--- config.mk ---
export PLATFORM = sky130hd
export DESIGN_NAME = vpr_top
export DESIGN_NICKNAME = d
export VERILOG_FILES = /design/src/logic/vpr_pkg.sv /design/src/logic/vpr_top.sv
export SDC_FILE = /design/constraint.sdc
export NUM_CORES = 1
export LEC_CHECK = 0
export ABC_AREA = 1
export BUFFER_PORTS_ARGS = -buffer_cell sky130_fd_sc_hd__buf_2
export CORE_ASPECT_RATIO = 0.7
export CORE_MARGIN = 2
export CORE_UTILIZATION = 45
export CTS_CLUSTER_SIZE = 12
export DETAILED_ROUTE_END_ITERATION = 16
export PLACE_DENSITY_LB_ADDON = 0.1
export SLEW_MARGIN = 20
export SYNTH_ARGS = -nofsm -noshare
export SYNTH_HDL_FRONTEND = slang
export SYNTH_SLANG_ARGS = --single-unit
--- constraint.sdc ---
create_clock -name clk_in -period 2.8 [get_ports clk_in]
set_input_delay 0 -clock clk_in [delete_from_list [all_inputs] [get_ports clk_in]]
set_output_delay 0 -clock clk_in [all_outputs]
set_load 0.01 [all_outputs]
--- src/logic/vpr_pkg.sv ---
package vpr_pkg;

    // Register bus shape
    localparam int          VPR_ADDR_W  = 4;
    localparam int          VPR_DATA_W  = 16;

    // Register offsets
    localparam logic [3:0]  VPR_ADDR_PRIO   = 4'h0;
    localparam logic [3:0]  VPR_ADDR_ENABLE = 4'h1;
    localparam logic [3:0]  VPR_ADDR_TIMER  = 4'h2;
    localparam logic [3:0]  VPR_ADDR_STATUS = 4'h3;
    localparam logic [3:0]  VPR_ADDR_MASK   = 4'h4;
    localparam logic [3:0]  VPR_ADDR_VECTOR = 4'h5;

    // Source table, highest vector address first
    localparam int          VPR_NUM_SRC        = 24;
    localparam int          VPR_FIRST_MASKABLE = 6;
    localparam int          VPR_SRC_RST        = 0;
    localparam int          VPR_SRC_CLKMON     = 1;
    localparam int          VPR_SRC_WDOG       = 2;
    localparam int          VPR_SRC_TRAP       = 3;
    localparam int          VPR_SRC_SWTRAP     = 4;
    localparam int          VPR_SRC_NMI_PIN    = 5;
    localparam int          VPR_SRC_PIN        = 6;
    localparam int          VPR_SRC_TICK       = 7;
    localparam int          VPR_SRC_TMR0       = 8;
    localparam int          VPR_NUM_TMR        = 8;
    localparam int          VPR_SRC_TOVF       = 16;
    localparam int          VPR_SRC_ACC_OVF    = 17;
    localparam int          VPR_SRC_ACC_EDGE   = 18;
    localparam int          VPR_SRC_SPI        = 19;
    localparam int          VPR_SRC_CAN_ERR    = 20;
    localparam int          VPR_SRC_CAN_TX     = 21;
    localparam int          VPR_SRC_PWM_SD     = 22;
    localparam int          VPR_SRC_LVI        = 23;

    // Vector high byte and per-source low byte (entry i at [i*8 +: 8])
    localparam logic [7:0]  VPR_VEC_HIGH = 8'hFF;
    localparam logic [VPR_NUM_SRC*8-1:0] VPR_VEC_LOW = {
        8'h8A, 8'h8C, 8'hB0, 8'hB4, 8'hD8, 8'hDA, 8'hDC, 8'hDE,
        8'hE0, 8'hE2, 8'hE4, 8'hE6, 8'hE8, 8'hEA, 8'hEC, 8'hEE,
        8'hF0, 8'hF2, 8'hF4, 8'hF6, 8'hF8, 8'hFA, 8'hFC, 8'hFE};

    // Enable register bit positions
    localparam int          VPR_EN_PIN      = 0;
    localparam int          VPR_EN_TICK     = 1;
    localparam int          VPR_EN_TOVF     = 2;
    localparam int          VPR_EN_ACC_OVF  = 3;
    localparam int          VPR_EN_ACC_EDGE = 4;
    localparam int          VPR_EN_SPI_RX   = 5;
    localparam int          VPR_EN_SPI_TX   = 6;
    localparam int          VPR_EN_CAN_SC   = 7;
    localparam int          VPR_EN_CAN_OVR  = 8;
    localparam int          VPR_EN_CAN_TXE  = 9;
    localparam int          VPR_EN_PWM_SD   = 12;
    localparam int          VPR_EN_LVI      = 13;
    localparam int          VPR_EN_CME      = 14;
    localparam int          VPR_EN_CLOCK_MONITOR_FORCE_ENABLE     = 15;

    // Timer/watchdog register fields and CAN transmit buffer count
    localparam int          VPR_TMR_RATE_LSB = 8;
    localparam int          VPR_RATE_W       = 3;
    localparam int          VPR_CAN_TX_N     = 3;

    // Status width: one sticky flag per non-maskable source
    localparam int          VPR_ST_W = 6;

    // Start-up values
    localparam logic [7:0]  VPR_PRIO_RST   = 8'hF2;
    localparam logic [15:0] VPR_ENABLE_RST = 16'h0000;
    localparam logic [15:0] VPR_TIMER_RST  = 16'h0000;
    localparam logic [5:0]  VPR_MASK_RST   = 6'h00;
    localparam logic [5:0]  VPR_STATUS_RST = 6'h00;

endpackage

--- src/logic/vpr_top.sv ---
`timescale 1ns/10ps

// Contract
// - Higher vector address wins over every lower-address source, except that an elevated maskable one beats the other maskable ones.
// - Power-on, pin and low-voltage resets all vector at FFFE, unmasked.
// - Clock monitor failure resets via FFFC, enabled by monitor enables.
// - Reset ranking: rank1 resets, then clock monitor, then watchdog FFFA.
// - Unimplemented opcode traps via FFF8 with no mask or enable.
// - Elevation register holding a source's low byte makes it top maskable.
// - Eight timer channels vector FFEE down to FFE0, gated by I and enable.
// - Timer overflow vectors FFDE, gated by overflow enable.
// - Accumulator overflow FFDC and edge FFDA, each with own enable.
// - Serial receive and transmit requests share FFD8, each enabled.
// - CAN error vector on status change or overrun, each enabled.
// - CAN transmit vector when an enabled transmit buffer is empty.
// - Reduced variant has no CAN vectors; they stay reserved.
// - Shutdown event vectors FF8C, gated by shutdown enable, elevation 8C.
// - Regulator low-voltage indication vectors FF8A, elevation 8A.
// - Any reset returns registers and control bits, except the status flags, to start-up values.
// - Reset never clears or initialises on-chip RAM.
module vpr_top #(
    parameter bit REDUCED_VARIANT = 1'b0
) (
    input  wire logic                        clk_in,
    input  wire logic                        rst_in,
    input  wire logic [vpr_pkg::VPR_ADDR_W-1:0] addr_in,
    input  wire logic [vpr_pkg::VPR_DATA_W-1:0] wr_data_in,
    input  wire logic                        wr_in,
    input  wire logic                        rd_in,
    output logic      [vpr_pkg::VPR_DATA_W-1:0] rd_data_out,
    input  wire logic                        power_on_reset_in,
    input  wire logic                        ext_reset_in,
    input  wire logic                        low_voltage_reset_in,
    input  wire logic                        clock_fail_in,
    input  wire logic                        watchdog_timeout_in,
    input  wire logic                        bad_opcode_in,
    input  wire logic                        software_trap_in,
    input  wire logic                        nonmaskable_pin_request_in,
    input  wire logic                        pin_request_in,
    input  wire logic                        tick_in,
    input  wire logic [7:0]                  timer_channel_in,
    input  wire logic                        timer_overflow_in,
    input  wire logic                        acc_overflow_in,
    input  wire logic                        acc_edge_in,
    input  wire logic                        spi_rx_in,
    input  wire logic                        spi_tx_in,
    input  wire logic                        can_status_change_in,
    input  wire logic                        can_overrun_in,
    input  wire logic [2:0]                  can_tx_empty_in,
    input  wire logic                        pwm_shutdown_in,
    input  wire logic                        low_voltage_ind_in,
    input  wire logic                        cc_i_mask_in,
    input  wire logic                        cc_x_mask_in,
    output logic      [15:0]                 vector_out,
    output logic                             int_pending_out,
    output logic                             reset_req_out,
    output logic                             irq_out
);

    localparam int N  = vpr_pkg::VPR_NUM_SRC;
    localparam int FM = vpr_pkg::VPR_FIRST_MASKABLE;
    localparam int SW = vpr_pkg::VPR_ST_W;

    // Control registers
    logic [7:0]  prio_q;
    logic [15:0] enable_q;
    logic [15:0] timer_q;
    logic [SW-1:0] status_q;
    logic [SW-1:0] status_d;
    logic [SW-1:0] mask_q;
    logic [15:0] rd_data_d;
    logic [15:0] rd_data_q;

    // Output flops
    logic [15:0] vector_q;
    logic        pending_q;
    logic        reset_req_q;
    logic        irq_q;

    // Gated requests and arbitration
    wire logic [N-1:0]    active;
    wire logic [N-FM-1:0] elev_hit;
    logic                 found;
    logic [7:0]           pick;
    logic [15:0]          vector_d;
    logic                 reset_event;
    logic                 can_ok;
    logic                 clkmon_en;
    logic                 wdog_en;
    logic                 wr_status;

    assign can_ok    = !REDUCED_VARIANT;
    assign clkmon_en = enable_q[vpr_pkg::VPR_EN_CME]
                     | enable_q[vpr_pkg::VPR_EN_CLOCK_MONITOR_FORCE_ENABLE];
    // A nonzero rate selection is what arms the watchdog
    assign wdog_en   = |timer_q[vpr_pkg::VPR_TMR_RATE_LSB +: vpr_pkg::VPR_RATE_W];
    assign wr_status = wr_in && (addr_in == vpr_pkg::VPR_ADDR_STATUS);

    // Non-maskable sources: resets, traps and the X-gated pin
    assign active[vpr_pkg::VPR_SRC_RST] = power_on_reset_in
        | ext_reset_in | low_voltage_reset_in;
    assign active[vpr_pkg::VPR_SRC_CLKMON] =
        clock_fail_in & clkmon_en;
    assign active[vpr_pkg::VPR_SRC_WDOG] =
        watchdog_timeout_in & wdog_en;
    assign active[vpr_pkg::VPR_SRC_TRAP]   = bad_opcode_in;
    assign active[vpr_pkg::VPR_SRC_SWTRAP] = software_trap_in;
    assign active[vpr_pkg::VPR_SRC_NMI_PIN] =
        nonmaskable_pin_request_in & !cc_x_mask_in;

    // Maskable sources, each behind the I bit and its local enable
    assign active[vpr_pkg::VPR_SRC_PIN] = pin_request_in
        & enable_q[vpr_pkg::VPR_EN_PIN] & !cc_i_mask_in;
    assign active[vpr_pkg::VPR_SRC_TICK] = tick_in
        & enable_q[vpr_pkg::VPR_EN_TICK] & !cc_i_mask_in;
    assign active[vpr_pkg::VPR_SRC_TOVF] = timer_overflow_in
        & enable_q[vpr_pkg::VPR_EN_TOVF] & !cc_i_mask_in;
    assign active[vpr_pkg::VPR_SRC_ACC_OVF] = acc_overflow_in
        & enable_q[vpr_pkg::VPR_EN_ACC_OVF] & !cc_i_mask_in;
    assign active[vpr_pkg::VPR_SRC_ACC_EDGE] = acc_edge_in
        & enable_q[vpr_pkg::VPR_EN_ACC_EDGE] & !cc_i_mask_in;
    assign active[vpr_pkg::VPR_SRC_SPI] = !cc_i_mask_in
        & ((spi_rx_in & enable_q[vpr_pkg::VPR_EN_SPI_RX])
         | (spi_tx_in & enable_q[vpr_pkg::VPR_EN_SPI_TX]));
    // CAN lines are forced off on the reduced variant
    assign active[vpr_pkg::VPR_SRC_CAN_ERR] = can_ok & !cc_i_mask_in
        & ((can_status_change_in & enable_q[vpr_pkg::VPR_EN_CAN_SC])
         | (can_overrun_in & enable_q[vpr_pkg::VPR_EN_CAN_OVR]));
    assign active[vpr_pkg::VPR_SRC_CAN_TX] = can_ok & !cc_i_mask_in
        & (|(can_tx_empty_in
        & enable_q[vpr_pkg::VPR_EN_CAN_TXE +: vpr_pkg::VPR_CAN_TX_N]));
    assign active[vpr_pkg::VPR_SRC_PWM_SD] = pwm_shutdown_in
        & enable_q[vpr_pkg::VPR_EN_PWM_SD] & !cc_i_mask_in;
    assign active[vpr_pkg::VPR_SRC_LVI] = low_voltage_ind_in
        & enable_q[vpr_pkg::VPR_EN_LVI] & !cc_i_mask_in;

    // Timer channels, channel 0 in the highest slot
    genvar g;
    generate
        for (g = 0; g < vpr_pkg::VPR_NUM_TMR; g++) begin : g_tmr
            assign active[vpr_pkg::VPR_SRC_TMR0 + g] = timer_channel_in[g]
                & timer_q[g] & !cc_i_mask_in;
        end
        // Elevation match: active maskable source whose low byte is loaded
        for (g = FM; g < N; g++) begin : g_elev
            assign elev_hit[g - FM] = active[g]
                && (vpr_pkg::VPR_VEC_LOW[g*8 +: 8] == prio_q);
        end
    endgenerate

    // Fixed-order search, then elevation override among maskable ones
    always_comb begin
        found = 1'b0;
        pick  = '0;
        for (int i = 0; i < N; i++) begin
            if (!found && active[i]) begin
                found = 1'b1;
                pick  = vpr_pkg::VPR_VEC_LOW[i*8 +: 8];
            end
        end
        // Elevation never climbs above traps or resets
        if (!(|active[FM-1:0]) && (|elev_hit)) begin
            pick = prio_q;
        end
        vector_d = {vpr_pkg::VPR_VEC_HIGH, pick};
    end

    // Any reset-class source, ranked by the search above
    assign reset_event = |active[vpr_pkg::VPR_SRC_WDOG:vpr_pkg::VPR_SRC_RST];

    // Vector presented to the core, one cycle behind the requests
    always_ff @(posedge clk_in or posedge rst_in) begin
        if (rst_in) begin
            vector_q  <= {vpr_pkg::VPR_VEC_HIGH,
                          vpr_pkg::VPR_VEC_LOW[0 +: 8]};
            pending_q <= 1'b0;
        end else begin
            vector_q  <= found ? vector_d : vector_q;
            pending_q <= found;
        end
    end

    // Reset request to the system, level while a reset source stands
    always_ff @(posedge clk_in or posedge rst_in) begin
        if (rst_in) begin
            reset_req_q <= 1'b0;
        end else begin
            reset_req_q <= reset_event;
        end
    end

    // Elevation register; a reset event wins over a write
    always_ff @(posedge clk_in or posedge rst_in) begin
        if (rst_in) begin
            prio_q <= vpr_pkg::VPR_PRIO_RST;
        end else if (reset_event) begin
            prio_q <= vpr_pkg::VPR_PRIO_RST;
        end else if (wr_in && addr_in == vpr_pkg::VPR_ADDR_PRIO) begin
            prio_q <= wr_data_in[7:0];
        end
    end

    // Local enables and timer/watchdog control
    // Soft reset touches flops only; no memory array is held here
    always_ff @(posedge clk_in or posedge rst_in) begin
        if (rst_in) begin
            enable_q <= vpr_pkg::VPR_ENABLE_RST;
            timer_q  <= vpr_pkg::VPR_TIMER_RST;
        end else if (reset_event) begin
            enable_q <= vpr_pkg::VPR_ENABLE_RST;
            timer_q  <= vpr_pkg::VPR_TIMER_RST;
        end else if (wr_in) begin
            if (addr_in == vpr_pkg::VPR_ADDR_ENABLE) begin
                enable_q <= wr_data_in;
            end else if (addr_in == vpr_pkg::VPR_ADDR_TIMER) begin
                timer_q  <= wr_data_in;
            end
        end
    end

    // Sticky cause flags survive soft reset so software can tell sources apart
    always_comb begin
        status_d = status_q;
        if (wr_status) begin
            status_d = status_d & ~wr_data_in[SW-1:0];
        end
        status_d = status_d | active[SW-1:0];                   // set beats clear
    end

    always_ff @(posedge clk_in or posedge rst_in) begin
        if (rst_in) begin
            status_q <= vpr_pkg::VPR_STATUS_RST;
        end else begin
            status_q <= status_d;
        end
    end

    // Interrupt mask, same layout as the status flags
    always_ff @(posedge clk_in or posedge rst_in) begin
        if (rst_in) begin
            mask_q <= vpr_pkg::VPR_MASK_RST;
        end else if (reset_event) begin
            mask_q <= vpr_pkg::VPR_MASK_RST;
        end else if (wr_in && addr_in == vpr_pkg::VPR_ADDR_MASK) begin
            mask_q <= wr_data_in[SW-1:0];
        end
    end

    // Level interrupt from any unmasked flag
    always_ff @(posedge clk_in or posedge rst_in) begin
        if (rst_in) begin
            irq_q <= 1'b0;
        end else begin
            irq_q <= |(status_d & mask_q);
        end
    end

    // Read decode; unmapped addresses read zero
    always_comb begin
        rd_data_d = '0;
        if (addr_in == vpr_pkg::VPR_ADDR_PRIO) begin
            rd_data_d[7:0] = prio_q;
        end else if (addr_in == vpr_pkg::VPR_ADDR_ENABLE) begin
            rd_data_d = enable_q;
        end else if (addr_in == vpr_pkg::VPR_ADDR_TIMER) begin
            rd_data_d = timer_q;
        end else if (addr_in == vpr_pkg::VPR_ADDR_STATUS) begin
            rd_data_d[SW-1:0] = status_q;
        end else if (addr_in == vpr_pkg::VPR_ADDR_MASK) begin
            rd_data_d[SW-1:0] = mask_q;
        end else if (addr_in == vpr_pkg::VPR_ADDR_VECTOR) begin
            rd_data_d = vector_q;
        end
    end

    // Read data stands only in the cycle after the strobe
    always_ff @(posedge clk_in or posedge rst_in) begin
        if (rst_in) begin
            rd_data_q <= '0;
        end else begin
            rd_data_q <= rd_in ? rd_data_d : '0;
        end
    end

    assign rd_data_out     = rd_data_q;
    assign vector_out      = vector_q;
    assign int_pending_out = pending_q;
    assign reset_req_out   = reset_req_q;
    assign irq_out         = irq_q;

    // Checks
    localparam logic [15:0] VEC_RST  = 16'hFFFE;
    localparam logic [15:0] VEC_CM   = 16'hFFFC;
    localparam logic [15:0] VEC_WD   = 16'hFFFA;
    localparam logic [15:0] VEC_TRAP = 16'hFFF8;
    localparam logic [15:0] VEC_T0   = 16'hFFEE;
    localparam logic [15:0] VEC_CERR = 16'hFFB4;
    localparam logic [15:0] VEC_CTX  = 16'hFFB0;
endmodule // vpr_top

Word level (Yosys, flattened, before mapping)
Cells that the tools add are included.
Operators by class
  eq/ne operators: 24
  mux-type cells: 71
  bitwise gates (word level): 50
  reduce and logical (&&, ||, !) cells: 85
Operators by type and width (count)
  $mux 8: 29
  $mux 16: 11
  $eq 8x8->1 const A: 18
  $logic_and 1x1->1: 45
  $and 1x1->1: 40
  $mux 6: 5
  $logic_not 1->1: 26
  $mux 1: 24
  $mux 10: 2
  $reduce_or 18->1: 1
  $and 6x6->6: 2
  $reduce_or 6->1: 2
  $reduce_bool 2->1: 5
  $reduce_or 3->1: 3
  $eq 4x2->1 const B: 2
  $eq 4x3->1 const B: 2
  $not 6->6: 1
  $or 6x6->6: 1
  $or 1x1->1: 5
  $eq 4x1->1 const B: 1
  $logic_not 4->1: 1
  $and 3x3->3: 1
  $reduce_and 3->1: 1
  $ne 2x2->1 const B: 1
  $reduce_and 2->1: 1
Storage, ports and cells
  register bits after elaboration: 79
  bits of input ports: 56
  output and inout port bits: 35
  logic and storage cells: 240

Depth between registers and ports, before layout
Gate-level depths: netlist of the first run.
  depth in word-level cells: 73
  mapped depth: 17

Least setup slack after synthesis of the first run
No wires, ideal clock.
  path type: flip-flop to flip-flop
  start point: register enable_q[14]
  end point: register vector_q[7], in the netlist vector_out[7]
  setup time: 0.082 ns
  data arrival time: 2.003 ns
  data required time: 2.718 ns
  path slack: 0.715 ns
  stages on the path, launching flop included: 14
  path buffers: 0
  cells stage by stage: dfrtp_1 o21ai_4 nand3_4 nor2_4 nand4_2 nor2_4 nand4_2 nor2_2 nand4_1 nor2_2 nand4_2 nor2_4 nand3_4 or2_1
RTL lines
  from (decl): RTL line vpr_top.sv:66  | logic [15:0] enable_q;
  from (signal assigned): RTL line vpr_top.sv:207  | enable_q <= vpr_pkg::VPR_ENABLE_RST;
  from (signal assigned): RTL line vpr_top.sv:210  | enable_q <= vpr_pkg::VPR_ENABLE_RST;
  from (signal assigned): RTL line vpr_top.sv:214  | enable_q <= wr_data_in;
  $or 1x1->1 (*): RTL line vpr_top.sv:94  | | enable_q[vpr_pkg::VPR_EN_CLOCK_MONITOR_FORCE_ENABLE];
  $and 1x1->1 (*): RTL line vpr_top.sv:103  | clock_fail_in & clkmon_en;
  $logic_and 1x1->1 (*): RTL line vpr_top.sv:156  | if (!found && active[i]) begin
  $mux 1 (*): RTL line vpr_top.sv:156
  $logic_not 1->1: RTL line vpr_top.sv:156
  $logic_and 1x1->1: RTL line vpr_top.sv:156
  $mux 1 (*): RTL line vpr_top.sv:156
  $logic_not 1->1: RTL line vpr_top.sv:156
  (+55 left out)
  $mux 1 (*): RTL line vpr_top.sv:156
  $logic_not 1->1: RTL line vpr_top.sv:156
  $logic_and 1x1->1: RTL line vpr_top.sv:156
  $mux 1 (*): RTL line vpr_top.sv:156
  $logic_not 1->1: RTL line vpr_top.sv:156
  $logic_and 1x1->1: RTL line vpr_top.sv:156
  $mux 1 (*): RTL line vpr_top.sv:156
  net found: RTL line vpr_top.sv:83  | logic found;
  to (signal assigned): RTL line vpr_top.sv:174  | vector_q <= {vpr_pkg::VPR_VEC_HIGH,
  to (signal assigned): RTL line vpr_top.sv:178  | vector_q <= found ? vector_d : vector_q;
  to (decl): RTL line vpr_top.sv:75  | logic [15:0] vector_q;
The timed path passes the listed nets; every way through them passes the cells marked *.
A chain may end at the register's enable or synchronous reset.

Final worst setup path of the first run
  start point: register timer_q[8]
  end point: register vector_q[1], in the netlist vector_out[1]
Between the ends
  cells in the longest elaborated chain, start to end: 68
RTL lines
  from (decl): RTL line vpr_top.sv:67  | logic [15:0] timer_q;
  from (signal assigned): RTL line vpr_top.sv:208  | timer_q <= vpr_pkg::VPR_TIMER_RST;
  from (signal assigned): RTL line vpr_top.sv:211  | timer_q <= vpr_pkg::VPR_TIMER_RST;
  from (signal assigned): RTL line vpr_top.sv:216  | timer_q <= wr_data_in;
  $reduce_or 3->1 (*): RTL line vpr_top.sv:96  | assign wdog_en = |timer_q[vpr_pkg::VPR_TMR_RATE_LSB +: vpr_pkg::VPR_RATE_W];
  $and 1x1->1 (*): RTL line vpr_top.sv:105  | watchdog_timeout_in & wdog_en;
  $logic_and 1x1->1: RTL line vpr_top.sv:156
  $mux 1: RTL line vpr_top.sv:156
  $logic_not 1->1: RTL line vpr_top.sv:156
  $logic_and 1x1->1: RTL line vpr_top.sv:156
  $mux 1: RTL line vpr_top.sv:156
  $logic_not 1->1: RTL line vpr_top.sv:156
  (+52 left out)
  $mux 1: RTL line vpr_top.sv:156
  $logic_not 1->1: RTL line vpr_top.sv:156
  $logic_and 1x1->1: RTL line vpr_top.sv:156
  $mux 1: RTL line vpr_top.sv:156
  $logic_not 1->1: RTL line vpr_top.sv:156
  $logic_and 1x1->1: RTL line vpr_top.sv:156
  $mux 8: RTL line vpr_top.sv:156
  $mux 8: RTL line vpr_top.sv:162  | if (!(|active[FM-1:0]) && (|elev_hit)) begin
Mark *: on every way between the ends. The rest lies on a longest branch, timed or not.

==> results of run 1 <==
==> critical path, delay by kind of cell, from the launching register on <==
| kind | cells | cell delay (ns) |
|---|---|---|
| simple gates | 17 | 1.93 |
| flops | 1 | 0.40 |
==> registers in the layout, summed over array words and instances, names as in the netlist <==
| register | flops |
|---|---|
| enable_q | 16 |
| timer_q | 16 |
| mask_q | 6 |
| irq_out | 1 |
| int_pending_out | 1 |
| vector_out | 8 |
| reset_req_out | 1 |
| status_q | 6 |
| prio_q | 8 |
| rd_data_out | 16 |
==> layer usage <==
layer / up-vias / routed length [um]
met5: - / 0
li1: 1956 / -
met4: 0 / 232
met3: 24 / 1391
met2: 226 / 5697
met1: 1951 / 6210
==> Yosys cell counts (all sizes together) <==
master,count
a21o,1
a21oi,16
a221oi,7
a22o,2
a22oi,1
a31oi,6
buf,9
clkbuf,12
clkinv,4
conb,1
dfrtp,67
dfstp,12
inv,66
nand2,114
nand3,34
nand4,17
nor2,46
nor3,7
o2111ai,4
o211ai,1
o21a,1
o21ai,76
o22ai,13
o41ai,1
or2,2
==> power by group through the flow <==
stage               clock (mW)  sequential [mW]  combinational [mW]
global route              1.35             1.23               0.338
detailed placement           0             1.25               0.281
finish                    1.30             1.23               0.306
global placement             0             1.25               0.280
floorplan                    0             1.24               0.156
CTS                       1.31             1.23               0.304
==> logic make-up after synthesis <==
family / Yosys count / share of synthesized area (%)
buffers and inverters: 91 / 9.071
flip-flops: 79 / 48.30
AND/OR/NAND/NOR: 220 / 24.51
other: 1 / 0.09093
AO/OA/AOI/OAI: 129 / 18.02
==> final cells by class <==
type                            count  area, um2  area share (%)
Inverter                           70      265.3           5.075
Clock inverter                      5      80.08           1.532
Tap cell                          124      155.1           2.969
Sequential cell                    79       1992           38.11
Timing Repair Buffer              113      693.2           13.26
Clock buffer                       11      252.7           4.836
Multi-Input combinational cell    357       1788           34.21
==> through the flow <==
step | power [mW] | std cells | utilization [%] | worst slack [ns] | area [um2]
2_1_floorplan | 1.400 | 527 | - | 0.7152 | 4150
3_3_place_gp | 1.527 | 723 | 52.16 | 0.4640 | 4693
6_report | 2.831 | 759 | 58.08 | 0.3881 | 5226
4_1_cts | 2.840 | 759 | 58.08 | 0.3867 | 5226
5_1_grt | 2.923 | 759 | 58.08 | 0.1062 | 5226
3_5_place_dp | 1.528 | 723 | 52.16 | 0.4167 | 4693
==> path summary, 6_finish.rpt <==
path / startpoint / end / slack (ns) / depth (start not counted)
max in group asynchronous: rst_in / prio_q[4] / 1.81 / 4
hold / removal: rd_in / rd_data_out[4] / 0.004 / 3
setup reg to reg: timer_q[8] / vector_out[1] / 0.39 / 17
min in group asynchronous: rst_in / rd_data_out[13] / 0.21 / 3
hold reg to reg: timer_q[12] / timer_q[12] / 0.49 / 2
setup / recovery: timer_q[8] / vector_out[1] / 0.39 / 17
==> placed cells by master, fill, tap and decap left out, types with 13 or more instances in the layout <==
cell type	instances
nand3_1	32
a21oi_1	15
nand4_1	14
o21ai_0	73
nor2_1	39
dfrtp_1	67
o22ai_1	13
inv_1	65
dlygate4sd3_1	20
nand2_1	112
buf_2	82
==> timing repair <==
| item | in CTS | in global routing |
|---|---|---|
| setup buffers | 0 | 0 |
| hold endpoints to repair | 55 | 0 |
| hold buffers | 20 | 0 |
==> impl_metrics.json, run 1 <==
{
  "ys_types": 35,
  "synth_area_um2": 4124,
  "grtUsageMet2_pct": 41.72,
  "fp.dieH_um": 84.10,
  "cts_tree": "yes",
  "ys_ff_latch": 79,
  "yosysWarnings": 0,
  "vias": 4157,
  "p_switching_mw": 0.6991,
  "postRouteAntennaNets": 0,
  "first_pass_iters": 5,
  "viasPerCell": 5.477,
  "crit_chain": "nor2_1 -> nand2_1 -> nand2_2 -> nand2_2 -> nor2_4 -> nand4_2 -> nor2_4 -> nand4_2 -> nor2_2 -> nand4_1 -> nor2_2 -> nand4_2 -> nor2_4 -> nand3_1 -> nand2_1 -> nand2_1 -> nand3_1",
  "place.gp.congestion": 0.9824,
  "tightest_slew_ns": 0.7889,
  "yosysTopAreaCell": "dfrtp_1",
  "path_max_fanout": 4,
  "p_clk_share_pct": 45.7,
  "syn_area_per_cell_um2": 7.931,
  "rsz0062_at_grt": "no",
  "syn_inst": 520,
  "drive_gt1_share_pct": 22.05,
  "p_per_area_nw_per_um2": 541.7,
  "fmax_mhz": 414.6,
  "dr.first_iter.drc_count": 436,
  "status": "complete, no violations",
  "cpPeakStageDelay_ns": 0.40,
  "start_util_pct": 45.83,
  "required_ns": 3.08,
  "maxSlewViolCount": 0,
  "final.setup.tns_ns": 0,
  "cts_max_level": 3,
  "wl_per_cell_um": 17.83,
  "dieArea_um2": 9959,
  "synthTopCellsByArea": "dfrtp_1 (41%), nand2_1 (10%), o21ai_0 (9.0%), dfstp_2 (7.6%), inv_1 (6.0%)",
  "path_clk_slew_ns": 0.06,
  "clock_path_buffers": 2,
  "io_pins": 91,
  "grt_overflow": 0,
  "num_antenna_cells": 0,
  "yosysSeqAreaShare_pct": 48.30,
  "grt_pass1_wl_mm": 21.80,
  "drcViolationCount": 0,
  "cts_resized": 0,
  "nNetsFinal": 686,
  "core_area_um2": 8999,
  "hold_class": "in -> reg",
  "area_delta_synth_final_pct": 26.73,
  "max_slew_margin_pct": 47.05,
  "hold_slack_ns": 0.004497,
  "cp-start-kind": "flop",
  "cap_violations": 0,
  "setup_viol": 0,
  "comb_power_share_pct": 10.8,
  "num_rows": 29,
  "busiest_layer": "met1",
  "clockRootBuffer": "clkbuf_16",
  "period_share_pct": 86.14,
  "p_leak_nw": 2.563,
  "swShare_pct": 24.69,
  "use_met3_pct": 6.694,
  "routed_wirelength_mm": 13.53,
  "slowest_stage": "dfrtp_1",
  "io_buffer_count": 82,
  "grt_max_degree": 33,
  "fp.dieW_um": 118.4,
  "use_met1_pct": 42.85,
  "hold_violations": 0,
  "clkSinkCount": 79,
  "power.share.sequential_pct": 43.4,
  "path_class": "reg -> reg",
  "clkLatencyLatePin_ns": 0.34,
  "antenna_found_initial": 0,
  "synth_top_area_share_pct": 40.66,
  "grt.total_usage_pct": 28.67,
  "finClkSkew_ns": 0.003273,
  "cts_made_buffers": 9,
  "irDropWorstVdd_v": 0.0004957,
  "p_int_mw": 2.132,
  "cp.arrival_ns": 2.69,
  "place_hpwl_mm": 10.41,
  "cp-end-kind": "flop",
  "min_period_ns": 2.412,
  "num-fill-cells": 872,
  "grt_pass1_vias": 3989
}
No activity file was read; power rests on OpenSTA's default activity.
==> inputs of run 2 (changes only) <==
--- a/config.mk
+++ b/config.mk
@@ -12,7 +12,7 @@
 export CORE_UTILIZATION = 45
 export CTS_CLUSTER_SIZE = 12
 export DETAILED_ROUTE_END_ITERATION = 16
-export PLACE_DENSITY_LB_ADDON = 0.1
+export PLACE_DENSITY = 0.77
 export SLEW_MARGIN = 20
 export SYNTH_ARGS = -nofsm -noshare
 export SYNTH_HDL_FRONTEND = slang
==> run 2 against run 1 <==
  * Final area down 0.77%
  * Hold slack better by 0.021 ns
  * Fmax down 1.3%
  * Routed wire length down 4.8%
  * Largest cell class unchanged
  * Global-route usage down 1.6 points
  * Clock skew up 0.010 ns
==> impl_metrics.json, run 2 (same netlist as run 1, synthesis figures left out) <==
{
  "status": "complete, no violations",
  "cts_made_buffers": 9,
  "core_area_um2": 8999,
  "hold_path_end": "status_q[3]",
  "nNetsFinal": 687,
  "reg2reg_to": "enable_q[13]",
  "drive_gt1_share_pct": 21.86,
  "cp-start-kind": "flop",
  "clock_path_buffers": 2,
  "grt_overflow": 0,
  "rsz0062_at_grt": "no",
  "wl_per_cell_um": 16.94,
  "cts_max_level": 3,
  "final.setup.tns_ns": 0,
  "path_clk_slew_ns": 0.06,
  "p_per_area_nw_per_um2": 512.3,
  "setup_viol": 0,
  "fp.dieW_um": 118.4,
  "slowest_stage": "dfrtp_1",
  "cp-end-kind": "flop",
  "postRouteAntennaNets": 0,
  "hold_depth": 4,
  "grt_pass1_wl_mm": 20.58,
  "clkSinkCount": 79,
  "path_max_fanout": 32,
  "p_leak_nw": 2.536,
  "place.gp.congestion": 0.9960,
  "vias": 4167,
  "worstHoldStart": "wr_data_in[3]",
  "crit_top_cell": "buf_4",
  "timing.final.ws_setup_ns": 0.3557,
  "start_util_pct": 45.83,
  "hold_class": "in -> reg",
  "io_pins": 91,
  "first_pass_iters": 5,
  "period_share_pct": 87.30,
  "grt_pass1_vias": 3993,
  "cts_resized": 0,
  "hold_violations": 0,
  "num_rows": 29,
  "num_antenna_cells": 0,
  "cts_setup_buffers": 0,
  "routed_wirelength_mm": 12.88,
  "drcViolationCount": 0,
  "place_area_um2": 4693,
  "clockRootBuffer": "clkbuf_16",
  "cap_violations": 0,
  "holdBufCountCts": 21,
  "maxSlewViolCount": 0,
  "final_cell_mix": "nand2_1 (112), buf_2 (82), o21ai_0 (73)",
  "fp.dieH_um": 84.10,
  "path_class": "reg -> reg",
  "fmax_mhz": 409.1,
  "rr_worst_depth": 8,
  "viasPerCell": 5.483,
  "max_slew_margin_pct": 49.26,
  "required_ns": 3.02,
  "hold_slack_ns": 0.02510,
  "cp.arrival_ns": 2.66,
  "crit_chain": "o21ai_4 -> nand2_1 -> a21oi_1 -> buf_4 -> inv_1 -> a21oi_2 -> buf_4 -> o21ai_0",
  "min_period_ns": 2.444,
  "total_power_mw": 2.657,
  "r2r_start": "enable_q[14]",
  "final_common_cell": "nand2_1",
  "r2r_slack_ns": 0.36,
  "antenna_found_initial": 0,
  "place_hpwl_mm": 9.680,
  "grt.total_usage_pct": 27.09,
  "cpPeakStageDelay_ns": 0.42,
  "layoutNonFillerInstCount": 760,
  "preCtsSetupSlack_ns": 0.4368,
  "clkLatencyLatePin_ns": 0.35,
  "fin_util_pct": 57.63,
  "dr.first_iter.drc_count": 601,
  "irDropWorstVdd_v": 0.0003101,
  "dieArea_um2": 9959,
  "cts_tree": "yes",
  "area_delta_synth_final_pct": 25.76,
  "final_cell_area_um2": 5186,
  "io_buffer_count": 82,
  "grt_max_degree": 46,
  "place_inst": 723,
  "finClkSkew_ns": 0.01370,
  "tightest_slew_ns": 0.7560
}
==> run 2: worst max path at each step <==
| stage | slack [ns] | endpoint | from | cells past startpoint |
|---|---|---|---|---|
| detailed placement | 0.44 | enable_q[3] | enable_q[14] | 8 |
| CTS | 0.41 | enable_q[13] | enable_q[14] | 8 |
| floorplan | 0.72 | vector_out[7] | enable_q[14] | 13 |
| finish | 0.36 | enable_q[13] | enable_q[14] | 8 |
| global placement | 0.53 | vector_out[7] | timer_q[10] | 15 |
| global route | 0.19 | enable_q[3] | enable_q[14] | 9 |
==> run 2: where the power goes <==
group          internal, mW  total [mW]  switching [mW]
combinational         0.110       0.300           0.190
clock                 0.631        1.13           0.495
sequential             1.19        1.23          0.0363
total                  1.94        2.66           0.722
==> run 2: area by class of cell <==
type / instances / area, um2
Sequential cell: 79 / 1992
Timing Repair Buffer: 114 / 703.2
Clock inverter: 5 / 40.04
Clock buffer: 11 / 242.7
Fill cell: 835 / 3812
Inverter: 70 / 265.3
Tap cell: 124 / 155.1
Multi-Input combinational cell: 357 / 1788
==> run 2: worst max-delay path: cells and delay by family, from the launching register on <==
family	cells	cell delay, ns
buf+inv	3	0.83
compound gates	4	0.95
flops	1	0.42
simple gates	1	0.10
==> run 2: metal layers <==
layer	track usage (%)	share of wire (%)	vias up
met3	6.762	10	31
met4	10.17	2.3	0
met1	38.91	43	1948
met5	0	0	-
met2	39.57	44	237
li1	-	-	1951
==> inputs of run 3 (changes only) <==
--- a/config.mk
+++ b/config.mk
@@ -6,7 +6,8 @@
 export NUM_CORES = 1
 export LEC_CHECK = 0
 export ABC_AREA = 1
-export BUFFER_PORTS_ARGS = -buffer_cell sky130_fd_sc_hd__buf_2
+export ABC_CLOCK_PERIOD_IN_PS = 2800
+export BUFFER_PORTS_ARGS = -buffer_cell sky130_fd_sc_hd__buf_4
 export CORE_ASPECT_RATIO = 0.7
 export CORE_MARGIN = 2
 export CORE_UTILIZATION = 45
==> run 3 against run 2 <==
  * Global-route usage grew 0.97 points
  * Register-to-register slack hardly changed
  * Sequential power about the same
  * Worst setup slack lost 0.0054 ns
  * Largest cell class unchanged
  * Die area did not move
  * Sequential cell count did not move
  * Sequential share of layout area decreased by 1.6 points
  * Critical path depth increased by 7
  * Final area increased by 4.2%
==> impl_metrics.json, run 3 (same netlist as run 1, synthesis figures left out) <==
{
  "routed_wirelength_mm": 13.44,
  "cp-start-kind": "flop",
  "cp-end-kind": "flop",
  "rr_worst_depth": 15,
  "start_util_pct": 45.83,
  "path_max_fanout": 5,
  "period_share_pct": 87.49,
  "cts_tree": "yes",
  "p_per_area_nw_per_um2": 521.1,
  "final.setup.tns_ns": 0,
  "r2r_slack_ns": 0.35,
  "cts_setup_buffers": 0,
  "path_clk_slew_ns": 0.06,
  "cts_max_level": 3,
  "grt.total_usage_pct": 28.06,
  "fp.dieW_um": 118.4,
  "place.gp.congestion": 0.9863,
  "irDropWorstVdd_v": 0.0003742,
  "hold_depth": 3,
  "dieArea_um2": 9959,
  "fin_util_pct": 60.07,
  "worstHoldStart": "wr_data_in[12]",
  "status": "complete, no violations",
  "area_delta_synth_final_pct": 31.07,
  "cap_violations": 0,
  "grt_pass1_wl_mm": 21.31,
  "hold_path_end": "enable_q[12]",
  "setup_viol": 0,
  "cp.arrival_ns": 2.72,
  "clkSinkCount": 79,
  "place_hpwl_mm": 10.24,
  "reg2reg_to": "vector_out[1]",
  "vias": 4217,
  "fmax_mhz": 408.2,
  "num_antenna_cells": 0,
  "io_buffer_count": 82,
  "clock_path_buffers": 2,
  "wl_per_cell_um": 17.73,
  "fp.dieH_um": 84.10,
  "grt_max_degree": 33,
  "tightest_slew_ns": 0.7689,
  "core_area_um2": 8999,
  "cts_made_buffers": 9,
  "final_cell_mix": "nand2_1 (112), buf_4 (92), o21ai_0 (73)",
  "viasPerCell": 5.563,
  "final_common_cell": "nand2_1",
  "max_slew_margin_pct": 48.39,
  "hold_class": "in -> reg",
  "p_leak_nw": 2.614,
  "grt_pass1_vias": 4037,
  "grt_overflow": 0,
  "dr.first_iter.drc_count": 622,
  "drcViolationCount": 0,
  "rsz0062_at_grt": "no",
  "io_pins": 91,
  "path_class": "reg -> reg",
  "nNetsFinal": 685,
  "antenna_found_initial": 0,
  "required_ns": 3.08,
  "maxSlewViolCount": 0,
  "hold_violations": 0,
  "drive_gt1_share_pct": 21.61,
  "clockRootBuffer": "clkbuf_16",
  "r2r_start": "enable_q[14]",
  "min_period_ns": 2.450,
  "finClkSkew_ns": 0.007690,
  "postRouteAntennaNets": 0,
  "num_rows": 29,
  "first_pass_iters": 5,
  "clkLatencyLatePin_ns": 0.34
}
==> run 3: repair_timing <==
| action | in CTS | in global routing |
|---|---|---|
| setup endpoints to repair | 0 | 0 |
| endpoints found under the hold margin | 60 | 0 |
| hold buffers | 20 | 0 |
| gates resized for setup | 0 | 0 |
==> run 3: report_power, final <==
part           internal, mW  switching, mW  leakage, nW
sequential             1.19         0.0382         1.01
combinational         0.138          0.194         1.45
clock                 0.783          0.469        0.150
total                  2.12          0.701         2.61
==> run 3: final cells by class <==
cell class | instances | area [um2]
flip-flops and latches | 79 | 1992
well taps | 124 | 155.1
repair buffers | 112 | 890.9
fillers | 833 | 3593
clock buffers | 11 | 232.7
clock inverters | 5 | 81.33
multi-input cells | 357 | 1788
inverters | 70 | 265.3
==> run 3: per-stage QoR <==
step / setup slack, ns / hold WS (ns) / total power [mW] / instances / instance area [um2]
finish: 0.3503 / 0.004611 / 2.817 / 758 / 5405
global route: 0.1364 / 0.01581 / 2.921 / 758 / 5405
CTS: 0.3641 / 0.001201 / 2.831 / 758 / 5405
detailed placement: 0.3763 / 0.05249 / 1.557 / 722 / 4891
global placement: 0.4779 / 0.03599 / 1.551 / 722 / 4891
floorplan: 0.7152 / 0.1177 / 1.400 / 527 / 4150
==> run 3: worst max-delay path by stage <==
stage	end	start	slack (ns)
floorplan	vector_out[7]	enable_q[14]	0.72
global placement	vector_out[7]	timer_q[10]	0.48
detailed placement	vector_out[7]	enable_q[14]	0.38
CTS	vector_out[7]	timer_q[10]	0.36
global route	vector_out[1]	timer_q[10]	0.14
finish	vector_out[1]	enable_q[14]	0.35
==> run 3: worst max-delay path, cell delays in order (launching register included) <==
cell and delay (ns):
dfrtp_1 0.43, o21ai_4 0.25, nand3_4 0.10, nor2_4 0.17, nand4_2 0.14, nor2_4 0.15, nand4_2 0.11, nor2_2 0.14
nand4_1 0.12, nor2_2 0.15, nand4_2 0.12, nor2_4 0.15, nand3_4 0.11, clkinv_2 0.09, nand2_1 0.06, nand3_1 0.09
==> run 3: routing by layer <==
metal	track usage [%]	part of all wire, %	routed length (um)
met4	9.307	2.2	290
met5	0	0	0
met1	40.22	43	5799
met2	42.41	44	5924
met3	6.011	11	1424
